### src/phy_led_ctrl_map.vh
// Register offsets, field positions and reset values for the LED override
// and miscellaneous PHY control registers. Definitions only.
`ifndef PHY_LED_CTRL_MAP_VH
`define PHY_LED_CTRL_MAP_VH

`define LED_OVR_ADDR 5'h18
`define PHY_MISC_ADDR 5'h19

`define ACT_FORCE_VAL_BIT 0
`define LINK_FORCE_VAL_BIT 1
`define SPEED_FORCE_VAL_BIT 2
`define ACT_FORCE_EN_BIT 3
`define LINK_FORCE_EN_BIT 4
`define SPEED_FORCE_EN_BIT 5

`define STRETCH_BYP_BIT 7
`define BIST_RUN_BIT 8
`define BIST_PASS_BIT 9
`define BIST_LONG_BIT 10
`define BIST_ERR_BIT 11
`define PAUSE_TX_BIT 12
`define PAUSE_RX_BIT 13
`define XOVER_FORCE_BIT 14
`define XOVER_AUTO_BIT 15

`define ADV_PAUSE_BIT 10
`define ADV_ASYM_BIT 11

`define LED_OVR_RESET 6'h00
`define STRETCH_CYCLES 20'hF4240
`define PRBS15_SEED 15'h7FFF
`define PRBS9_SEED 9'h1FF
`define LOCK_LONG_BITS 4'hF
`define LOCK_SHORT_BITS 4'h9

`endif

### src/phy_led_override_and_test_control.v
// LED override and miscellaneous PHY control registers, with LED driving,
// pulse stretching, pause resolution and a pseudo-random self-test engine.
// Assumes register reads/writes arrive as single-cycle strobes on clk_in from
// the management interface, and that status inputs come from clk_in logic.
`timescale 1ns/100ps
`include "phy_led_ctrl_map.vh"

module phy_led_override_and_test_control (
   input wire clk_in, // 25 MHz clock
   input wire sys_rst_in, // Synchronous reset, active high
   input wire reg_wr_in, // Register write strobe
   input wire reg_rd_in, // Register read strobe
   input wire [4:0] reg_addr_in, // Register address
   input wire [15:0] reg_wdata_in, // Write data
   output reg [15:0] reg_rdata_out, // Read data, valid cycle after strobe
   input wire mdix_strap_in, // Crossover strap, pin level
   input wire [15:0] local_advertisement_in, // Local advertisement word
   input wire [15:0] partner_advertisement_in, // Partner advertisement word
   input wire full_duplex_in, // Negotiated result is full duplex
   input wire speed_status_in, // Raw speed LED status
   input wire link_status_in, // Raw link LED status
   input wire activity_status_in, // Raw activity/collision status
   input wire selftest_rx_in, // Looped self-test bit
   output reg selftest_tx_out, // Self-test stream bit
   output reg speed_led_out, // Speed LED
   output reg link_led_out, // Link LED
   output reg activity_collision_led_out, // Activity/collision LED
   output reg auto_crossover_enable_out, // Auto crossover enabled
   output reg crossover_force_out, // Media pairs crossed
   output reg pause_rx_out, // MAC should enable pause receive
   output reg pause_tx_out // MAC should enable pause transmit
);

   reg strap_meta_q, strap_sync_q, strap_taken_q;
   reg [5:0] led_ovr_q;
   reg auto_xover_q, xover_force_q, err_inject_q, long_sel_q, run_q, byp_q, locked_q, failed_q;
   reg [14:0] prbs_tx_q, prbs_rx_q;
   reg [2:0] raw_leds;
   wire [2:0] stretched;
   reg [2:0] normal_leds;
   reg [15:0] misc_rd;
   wire [2:0] force_en;
   wire [2:0] force_val;
   wire pr_local, pa_local, pr_partner, pa_partner;
   wire res_rx, res_tx;
   wire fb_tx, fb_rx, exp_bit;
   wire wr_led, wr_misc;

   assign wr_led = reg_wr_in && (reg_addr_in == `LED_OVR_ADDR);
   assign wr_misc = reg_wr_in && (reg_addr_in == `PHY_MISC_ADDR);

   // Strap passes two flops before being captured once after reset release
   always @(posedge clk_in) begin
      strap_meta_q <= mdix_strap_in;
      strap_sync_q <= strap_meta_q;
   end

   always @(posedge clk_in) begin
      if (sys_rst_in) begin
         led_ovr_q <= `LED_OVR_RESET;
         strap_taken_q <= 1'b0;
         auto_xover_q <= 1'b0;
         xover_force_q <= 1'b0;
         err_inject_q <= 1'b0;
         long_sel_q <= 1'b0;
         run_q <= 1'b0;
         byp_q <= 1'b0;
      end else begin
         if (!strap_taken_q) begin
            strap_taken_q <= 1'b1;
            auto_xover_q <= strap_sync_q;
         end
         if (wr_led) begin
            led_ovr_q <= reg_wdata_in[5:0];
         end
         err_inject_q <= 1'b0;
         if (wr_misc) begin
            if (strap_taken_q) begin
               auto_xover_q <= reg_wdata_in[`XOVER_AUTO_BIT];
            end
            xover_force_q <= reg_wdata_in[`XOVER_FORCE_BIT];
            err_inject_q <= reg_wdata_in[`BIST_ERR_BIT];
            long_sel_q <= reg_wdata_in[`BIST_LONG_BIT];
            run_q <= reg_wdata_in[`BIST_RUN_BIT];
            byp_q <= reg_wdata_in[`STRETCH_BYP_BIT];
         end
      end
   end

   // Standard pause resolution table
   assign pa_local = local_advertisement_in[`ADV_PAUSE_BIT];
   assign pr_local = local_advertisement_in[`ADV_ASYM_BIT];
   assign pa_partner = partner_advertisement_in[`ADV_PAUSE_BIT];
   assign pr_partner = partner_advertisement_in[`ADV_ASYM_BIT];
   assign res_tx = full_duplex_in && ((pa_local && pa_partner) ||
                   (!pa_local && pr_local && pa_partner && pr_partner));
   assign res_rx = full_duplex_in && ((pa_local && pa_partner) ||
                   (pa_local && pr_local && !pa_partner && pr_partner));

   // Self-test: transmit and receive generators; receiver self-synchronises
   assign fb_tx = long_sel_q ? (prbs_tx_q[14] ^ prbs_tx_q[13]) : (prbs_tx_q[8] ^ prbs_tx_q[4]);
   assign fb_rx = long_sel_q ? (prbs_rx_q[14] ^ prbs_rx_q[13]) : (prbs_rx_q[8] ^ prbs_rx_q[4]);
   assign exp_bit = fb_rx;

   // Lock needs a run of good bits counted only once the receiver holds a one,
   // so stale zeros from the idle line can never fake a lock.
   // Limitation: an error forced before lock is absorbed, not reported.
   reg [3:0] match_cnt_q;
   wire [3:0] lock_need;
   wire rx_err;
   assign lock_need = long_sel_q ? `LOCK_LONG_BITS : `LOCK_SHORT_BITS;
   assign rx_err = selftest_rx_in != exp_bit;

   always @(posedge clk_in) begin
      if (sys_rst_in || !run_q) begin
         prbs_tx_q <= long_sel_q ? `PRBS15_SEED : {6'h00, `PRBS9_SEED};
         prbs_rx_q <= 15'h0000;
         selftest_tx_out <= 1'b0;
         match_cnt_q <= 4'h0;
         locked_q <= 1'b0;
         failed_q <= 1'b0;
      end else begin
         prbs_tx_q <= {prbs_tx_q[13:0], fb_tx};
         prbs_rx_q <= {prbs_rx_q[13:0], selftest_rx_in};
         selftest_tx_out <= fb_tx ^ err_inject_q;
         if (locked_q) begin
            if (rx_err) begin
               failed_q <= 1'b1;
            end
         end else if (rx_err || prbs_rx_q == 15'h0000) begin
            match_cnt_q <= 4'h0;
         end else if (match_cnt_q == lock_need) begin
            locked_q <= 1'b1;
         end else begin
            match_cnt_q <= match_cnt_q + 4'h1;
         end
      end
   end

   // LED pulse stretching, one counter per LED
   genvar i;
   generate
      for (i = 0; i < 3; i = i + 1) begin : g_stretch
         reg [19:0] cnt_q;
         always @(posedge clk_in) begin
            if (sys_rst_in) begin
               cnt_q <= 20'h00000;
            end else if (raw_leds[i]) begin
               cnt_q <= `STRETCH_CYCLES;
            end else if (cnt_q != 20'h00000) begin
               cnt_q <= cnt_q - 20'h00001;
            end
         end
         assign stretched[i] = raw_leds[i] || (cnt_q != 20'h00000);
      end
   endgenerate

   assign force_en = {led_ovr_q[`SPEED_FORCE_EN_BIT], led_ovr_q[`LINK_FORCE_EN_BIT],
                      led_ovr_q[`ACT_FORCE_EN_BIT]};
   assign force_val = {led_ovr_q[`SPEED_FORCE_VAL_BIT], led_ovr_q[`LINK_FORCE_VAL_BIT],
                       led_ovr_q[`ACT_FORCE_VAL_BIT]};

   always @* begin
      raw_leds = {speed_status_in, link_status_in, activity_status_in};
      normal_leds = byp_q ? raw_leds : stretched;
      misc_rd = 16'h0000;
      misc_rd[`XOVER_AUTO_BIT] = auto_xover_q;
      misc_rd[`XOVER_FORCE_BIT] = xover_force_q;
      misc_rd[`PAUSE_RX_BIT] = pause_rx_out;
      misc_rd[`PAUSE_TX_BIT] = pause_tx_out;
      misc_rd[`BIST_ERR_BIT] = err_inject_q;
      misc_rd[`BIST_LONG_BIT] = long_sel_q;
      misc_rd[`BIST_PASS_BIT] = locked_q && !failed_q;
      misc_rd[`BIST_RUN_BIT] = run_q;
      misc_rd[`STRETCH_BYP_BIT] = byp_q;
   end

   always @(posedge clk_in) begin
      if (sys_rst_in) begin
         speed_led_out <= 1'b0;
         link_led_out <= 1'b0;
         activity_collision_led_out <= 1'b0;
         auto_crossover_enable_out <= 1'b0;
         crossover_force_out <= 1'b0;
         pause_rx_out <= 1'b0;
         pause_tx_out <= 1'b0;
         reg_rdata_out <= 16'h0000;
      end else begin
         speed_led_out <= force_en[2] ? force_val[2] : normal_leds[2];
         link_led_out <= force_en[1] ? force_val[1] : normal_leds[1];
         activity_collision_led_out <= force_en[0] ? force_val[0] : normal_leds[0];
         auto_crossover_enable_out <= auto_xover_q;
         crossover_force_out <= xover_force_q;
         pause_rx_out <= res_rx;
         pause_tx_out <= res_tx;
         if (reg_rd_in && reg_addr_in == `LED_OVR_ADDR) begin
            reg_rdata_out <= {10'h000, led_ovr_q};
         end else if (reg_rd_in && reg_addr_in == `PHY_MISC_ADDR) begin
            reg_rdata_out <= misc_rd;
         end else if (reg_rd_in) begin
            reg_rdata_out <= 16'h0000;
         end
      end
   end

endmodule

### config.mk
export PLATFORM = sky130hd
export DESIGN_NAME = phy_led_override_and_test_control
export DESIGN_NICKNAME = d
export VERILOG_FILES = /design/src/phy_led_override_and_test_control.v
export VERILOG_INCLUDE_DIRS = /design/src
export SDC_FILE = /design/constraint.sdc
export NUM_CORES = 1
export LEC_CHECK = 0
export ABC_AREA = 1
export BUFFER_PORTS_ARGS = -buffer_cell sky130_fd_sc_hd__buf_2
export CAP_MARGIN = 20
export CORE_ASPECT_RATIO = 1.2
export CORE_MARGIN = 2
export CORE_UTILIZATION = 45
export DETAILED_ROUTE_END_ITERATION = 7
export GPL_TIMING_DRIVEN = 0
export PLACE_DENSITY = 0.65
export SYNTH_ARGS = -nofsm -noshare
export SYNTH_HDL_FRONTEND = slang
export SYNTH_SLANG_ARGS = --single-unit
### constraint.sdc
create_clock -name clk_in -period 2.65 [get_ports clk_in]
set_clock_uncertainty 0.15 [all_clocks]
set_input_delay 0.53 -clock clk_in [delete_from_list [all_inputs] [get_ports clk_in]]
set_output_delay 0.53 -clock clk_in [all_outputs]
set_load 0.01 [all_outputs]
---- Yosys cells after proc, flatten, opt, wreduce, memory -nomap -nowiden ----
Cells that the tools add are included.
storage, ports and cells
  bits in registers ....................... 134
  bits in latches ......................... 0
  RAM bits ................................ 0
  memory bits (read-only) ................. 0
  input bits .............................. 63
  output and inout bits ................... 24
  word-level logic and storage cells ...... 115
  memories ................................ 0
operators by class
  add/subtract/negate cells ............... 4
  multipliers ............................. 0
  divide/modulo/power cells ............... 0
  magnitude comparators ................... 0
  equality and inequality tests ........... 5
  shift operators ......................... 0
  muxes and demuxes ....................... 27
  bitwise gates (word level) .............. 7
  reduce and logical (&&, ||, !) cells .... 41
operators by type and width
  cell                                                                  number
  20-bit two-way mux                                                    6
  20-bit nonzero test                                                   3
  20-bit by 1-bit subtractor with 20-bit output, second input constant  3
  16-bit two-way mux                                                    2
  15-bit two-way mux                                                    2
  15-bit zero test                                                      1
  1-bit logical AND                                                     14
  1-bit two-way mux                                                     12
  5-bit == test, second input constant                                  2
  2-bit OR reduction                                                    5
  4-bit two-way mux                                                     2
  2-bit nonzero test                                                    4
  1-bit logical OR                                                      7
  3-bit two-way mux                                                     2
  6-bit two-way mux                                                     1
  1-bit XOR                                                             5
  4-bit by 1-bit adder with 4-bit output, second input constant         1
  4-bit == test                                                         1
  1-bit zero test                                                       4
  2-bit AND reduction                                                   2
  3-bit nonzero test                                                    1
  2-bit != test, second input constant                                  1
  1-bit NOT                                                             2
  1-bit != test                                                         1

---- Logic depth before layout (Yosys ltp) ----
  word-level depth ........................ 6
  mapped depth ............................ 10
  gate-level depth less buffers ........... 10

---- Worst setup path before layout ----
No wires, ideal clock.
  path type ............................... register to register
  start point ............................. register g_stretch[1].cnt_q[0]
  end point ............................... register g_stretch[1].cnt_q[17]
  library setup time ...................... 0.132 ns
  arrival time ............................ 1.505 ns
  required time ........................... 2.368 ns
  setup slack ............................. 0.862 ns
  stages on the path, launching flop included .. 9
  buffers on the path ..................... 1
  period minus slack after synthesis ...... 1.788 ns
  path through ............................ dfxtp_1 -> inv_1 -> ha_1 -> nand4_4 -> nor3_4 -> inv_2 -> buf_6 -> nand3_1 -> a21oi_1
between the ends
  cells in the longest elaborated chain, start to end .. 3
  elaborated cells on any way between the ends .. 5
  those cells by class .................... add/sub (1); mux (2); reduce/logical (2)
RTL lines
  item                                           line                                     text
  from (decl)                                    phy_led_override_and_test_control.v:144  reg [19:0] cnt_q;
  from (signal assigned)                         phy_led_override_and_test_control.v:149  cnt_q <= `STRETCH_CYCLES;
  from (signal assigned)                         phy_led_override_and_test_control.v:151  cnt_q <= cnt_q - 20'h00001;
  20-bit by 1-bit subtractor with 20-bit output  phy_led_override_and_test_control.v:151
  20-bit two-way mux                             phy_led_override_and_test_control.v:150  end else if (cnt_q != 20'h00000) begin
  20-bit two-way mux                             phy_led_override_and_test_control.v:148  end else if (raw_leds[i]) begin
Parallel ways exist; a longest one is shown, timed or not. The select of a mux whose other input is x is not followed.
A chain may end at the register's enable or synchronous reset.

---- Worst setup path in the final report ----
Same ends and word-level chain as after synthesis.

==> impl_results.rst <==
.. list-table::
   :header-rows: 1

   * - Metric
     - Value
   * - Result of the run
     - complete, no violations
   * - Reg-to-reg critical path startpoint
     - g_stretch[1].cnt_q[0]
   * - Core area
     - roughly 13,000 µm²
   * - GRT Residual Overflow
     - 0
   * - Root Buffer
     - sky130_fd_sc_hd__clkbuf_16
   * - Total power per unit cell area
     - between 700 and 800 nW/µm²
   * - Share of the clock period used by the worst path
     - 80.7%
   * - Max Clk Rate
     - between 400 and 500 MHz
   * - Most common flop cell mapped by yosys
     - sky130_fd_sc_hd__dfxtp_1
   * - Number of nets in the finished design
     - a little over 900
   * - Initial cell density of the core
     - a little under half
   * - TritonCTS Buffers
     - 17
   * - Cells taking the most area after synthesis
     - sky130_fd_sc_hd__dfxtp_1, sky130_fd_sc_hd__nand2_1, sky130_fd_sc_hd__nor2_1, sky130_fd_sc_hd__inv_1, sky130_fd_sc_hd__a21oi_1
   * - Post-cts hold buffer count
     - 0
   * - Worst rel slew slack
     - roughly 54%
   * - Drt first pass iters
     - 4
   * - CTS clock-pin slew for the worst setup and hold paths
     - approximately 0.060 ns
   * - Die extent in x
     - ~110 µm
   * - CP arrival
     - 2.27 ns
   * - First-pass GRT wire length
     - between 20,000 and 25,000 µm
   * - Clock latency at the later pin of the worst-skew pair
     - 0.42 ns
   * - Maximum resistive drop on vdd
     - 0.373 mV
   * - Length in cells of the worst reg-to-reg path
     - 8
   * - Number of endpoints with negative hold slack in the final report
     - 0
   * - Number of clock sinks seen by CTS
     - between 100 and 150
   * - H-tree level count
     - 4
   * - Number of global-route vias before repair
     - between 4,000 and 5,000
   * - Pin slew with the least headroom to its limit
     - ~0.68 ns
   * - Area of the mapped netlist
     - just under 6000 µm²
   * - Total via count after detailed routing
     - roughly 5,000
   * - Share of layout cells above drive strength 1
     - roughly an eighth
   * - Number of enable flip-flop cells after synthesis
     - 0
   * - Maximum buffer depth of the clock tree
     - 2
   * - Number of max-cap violations
     - 0
   * - Area growth from synthesis to final layout
     - 17.8%
   * - Routed wire length
     - about 13,000 µm
   * - Initial detailed-routing violation count
     - between 150 and 200
   * - Total Negative Setup Slacks
     - 0 ns
   * - Slack of the worst reg-to-reg path
     - roughly 0.5 ns
   * - Post-synthesis sequential element count
     - around 130
   * - Endpoint kind of the worst setup timing path
     - register
   * - Placer congestion estimate
     - between 0.8 and 0.9
   * - Net Count, Synth
     - 864
   * - Source of the critical timing path
     - g_stretch[1].cnt_q[0]
   * - Final worst-path setup slack
     - just over 0.5 ns
   * - Row cnt
     - 45
   * - Post-layout minimum cycle time
     - between 2 and 2.5 ns
   * - Share of the yosys chip area belonging to registers
     - 46.3%
   * - Fraction of registers with async set/reset
     - 0%
   * - DR WL/cell
     - between 10 and 15 µm
   * - Distinct cell type count of the synthesized netlist
     - 34
   * - Critical Path Sink
     - g_stretch[1].cnt_q[17]
   * - Post-CTS setup buffer count
     - 0
   * - Die footprint
     - ~14,000 µm²
   * - GRT Resource Usage Total
     - 19.9%
   * - Setup repair after global routing missed its margin
     - no
   * - Number of I/O port buffers
     - 52
   * - Finished layout cell area
     - ~6800 µm²
   * - Top fanout value on the critical path
     - 10
   * - Average footprint of a synthesized cell
     - 7.27 µm²
   * - Critical path data required time
     - roughly 2.8 ns
   * - Endpoint of the worst-slack reg-to-reg timing path
     - g_stretch[1].cnt_q[17]
   * - Category of the critical setup timing path
     - reg -> reg
   * - Total DRC errors in the routed layout
     - 0
   * - Max Slew Vio Count
     - 0
   * - Number of instances in the synthesized netlist
     - 796
   * - Leakage
     - a little over 3 nW
   * - Class of the tightest hold or removal check
     - in -> reg
   * - Clock tree from TritonCTS
     - done
   * - N_diodes
     - 0
   * - Setup WS pre-CTS
     - approximately 0.16 ns
   * - Antenna violations before repair
     - 0
   * - Number of top-level pins
     - between 80 and 90
   * - Warning count from the yosys run
     - 0
   * - Post-DRT Antenna Nets
     - 0
   * - Quantity of gates resized following cts
     - 0
   * - Pin count of the biggest net entering global routing
     - 17
   * - Hpwl dp
     - between 9000 and 10,000 µm
   * - Type of origin of the critical path
     - register
   * - Detailed-route vias per instance
     - around 4.8
   * - Placed instance area
     - 6260 µm²
   * - Yosys top cell area share
     - between 40% and 50%
   * - Final setup violation count
     - 0
   * - Cell taking the most area after synthesis
     - sky130_fd_sc_hd__dfxtp_1
   * - Die boundary height
     - ~130 µm
## power breakdown
group	switching (mW)	internal, mW	total [mW]	leakage [nW]
logic	0.487	0.302	0.790	1.68
clock network	0.915	1.32	2.24	0.270
registers	0.0862	2.11	2.19	1.09
## cell usage after synthesis, types with 2 or more instances
master and n:
sky130_fd_sc_hd__nand2_1 175, sky130_fd_sc_hd__nor2_1 153, sky130_fd_sc_hd__dfxtp_1 134, sky130_fd_sc_hd__inv_1 78, sky130_fd_sc_hd__a21oi_1 57, sky130_fd_sc_hd__nand3_1 46, sky130_fd_sc_hd__xnor2_1 24, sky130_fd_sc_hd__o21ai_0 23
sky130_fd_sc_hd__clkbuf_1 14, sky130_fd_sc_hd__nand4_1 14, sky130_fd_sc_hd__xor2_1 14, sky130_fd_sc_hd__nor3_1 13, sky130_fd_sc_hd__or2_2 13, sky130_fd_sc_hd__ha_1 5, sky130_fd_sc_hd__nand3b_1 4, sky130_fd_sc_hd__a211oi_1 3
sky130_fd_sc_hd__a31oi_1 3, sky130_fd_sc_hd__nor2_4 3, sky130_fd_sc_hd__a2111oi_0 2, sky130_fd_sc_hd__buf_2 2, sky130_fd_sc_hd__nand3_2 2, sky130_fd_sc_hd__nor2_2 2
## routing by layer
layer	global-route usage [%]	share of wire, %	vias to the layer above
li1	-	-	2691
met2	33.9	48	83
met1	24.3	46	2263
met4	7.77	1.6	0
met3	4.52	4.2	19
met5	0	0	-
## worst min-delay path by stage
stage | from | end | slack [ns] | cells past startpoint
final | mdix_strap_in | strap_meta_q | 0.05 | 1
after CTS | mdix_strap_in | strap_meta_q | 0.05 | 1
after global routing | mdix_strap_in | strap_meta_q | 0.05 | 1
after floorplan | strap_meta_q | strap_sync_q | 0.16 | 0
after detailed placement | strap_meta_q | strap_sync_q | 0.16 | 0
after global placement | strap_meta_q | strap_sync_q | 0.17 | 0
## area by class of cell
type | instances | area (µm²)
sequential | 134 | 2680
inverter | 80 | 300
multi-input combinational | 564 | 2730
clock buffer | 19 | 443
clock inverter | 13 | 124
timing repair buffer | 52 | 260
fill | 1281 | 5790
tap | 164 | 205
buffer | 18 | 81.3
## flip-flops by register name (all words and copies together), names as in the netlist, 4 cells and up, named ones only
register and count:
reg_rdata_out 15, led_ovr_q 6, match_cnt_q 4, prbs_rx_q 15
g_stretch.cnt_q 60, prbs_tx_q 15
## placed cells by master, fill, tap and decap left out, types with 3 or more instances in the layout
cell / instances
sky130_fd_sc_hd__a211oi_1: 3
sky130_fd_sc_hd__a21oi_1: 57
sky130_fd_sc_hd__a31oi_1: 3
sky130_fd_sc_hd__buf_2: 54
sky130_fd_sc_hd__clkbuf_1: 15
sky130_fd_sc_hd__clkbuf_16: 17
sky130_fd_sc_hd__clkinv_4: 4
sky130_fd_sc_hd__clkinvlp_4: 3
sky130_fd_sc_hd__dfxtp_1: 134
sky130_fd_sc_hd__ha_1: 5
sky130_fd_sc_hd__inv_1: 78
sky130_fd_sc_hd__inv_6: 3
sky130_fd_sc_hd__nand2_1: 175
sky130_fd_sc_hd__nand3_1: 46
sky130_fd_sc_hd__nand3b_1: 4
sky130_fd_sc_hd__nand4_1: 14
sky130_fd_sc_hd__nor2_1: 153
sky130_fd_sc_hd__nor2_4: 3
sky130_fd_sc_hd__nor3_1: 13
sky130_fd_sc_hd__o21ai_0: 23
sky130_fd_sc_hd__or2_2: 13
sky130_fd_sc_hd__xnor2_1: 24
sky130_fd_sc_hd__xor2_1: 14
## kinds of logic (layout without fill, tap and decap cells)
family                     count (synthesis)  count (layout)  share of synthesized area, %
and+or+nand+nor                          430             430                          32.0
DFF                                      134             134                          46.3
buffers and inverters                     98             182                          6.59
AOI/OAI and AO/OA                         90              90                          8.21
xor gates and xnor gates                  38              38                          5.75
adders and majority gates                  5               5                          1.08
other                                      1               1                        0.0648
## critical path: stages, from the launching register on
cell and delay [ns]:
sky130_fd_sc_hd__dfxtp_1 0.32, sky130_fd_sc_hd__inv_1 0.19, sky130_fd_sc_hd__ha_1 0.35, sky130_fd_sc_hd__nand4_4 0.16, sky130_fd_sc_hd__nor3_4 0.41, sky130_fd_sc_hd__inv_2 0.11, sky130_fd_sc_hd__buf_6 0.17, sky130_fd_sc_hd__nand3_1 0.07
sky130_fd_sc_hd__a21oi_1 0.07
## metrics by stage
step | util, % | instances | total power, mW | hold WS, ns
2_1_floorplan | - | 796 | 2.84 | 0.160
6_report | 54.1 | 1044 | 5.22 | 0.0543
3_3_place_gp | 49.6 | 1012 | 3.01 | 0.171
4_1_cts | 54.1 | 1044 | 5.26 | 0.0515
5_1_grt | 54.1 | 1044 | 5.46 | 0.0481
3_5_place_dp | 49.6 | 1012 | 3.02 | 0.165
Note: power is estimated with default switching activity, not from simulation.
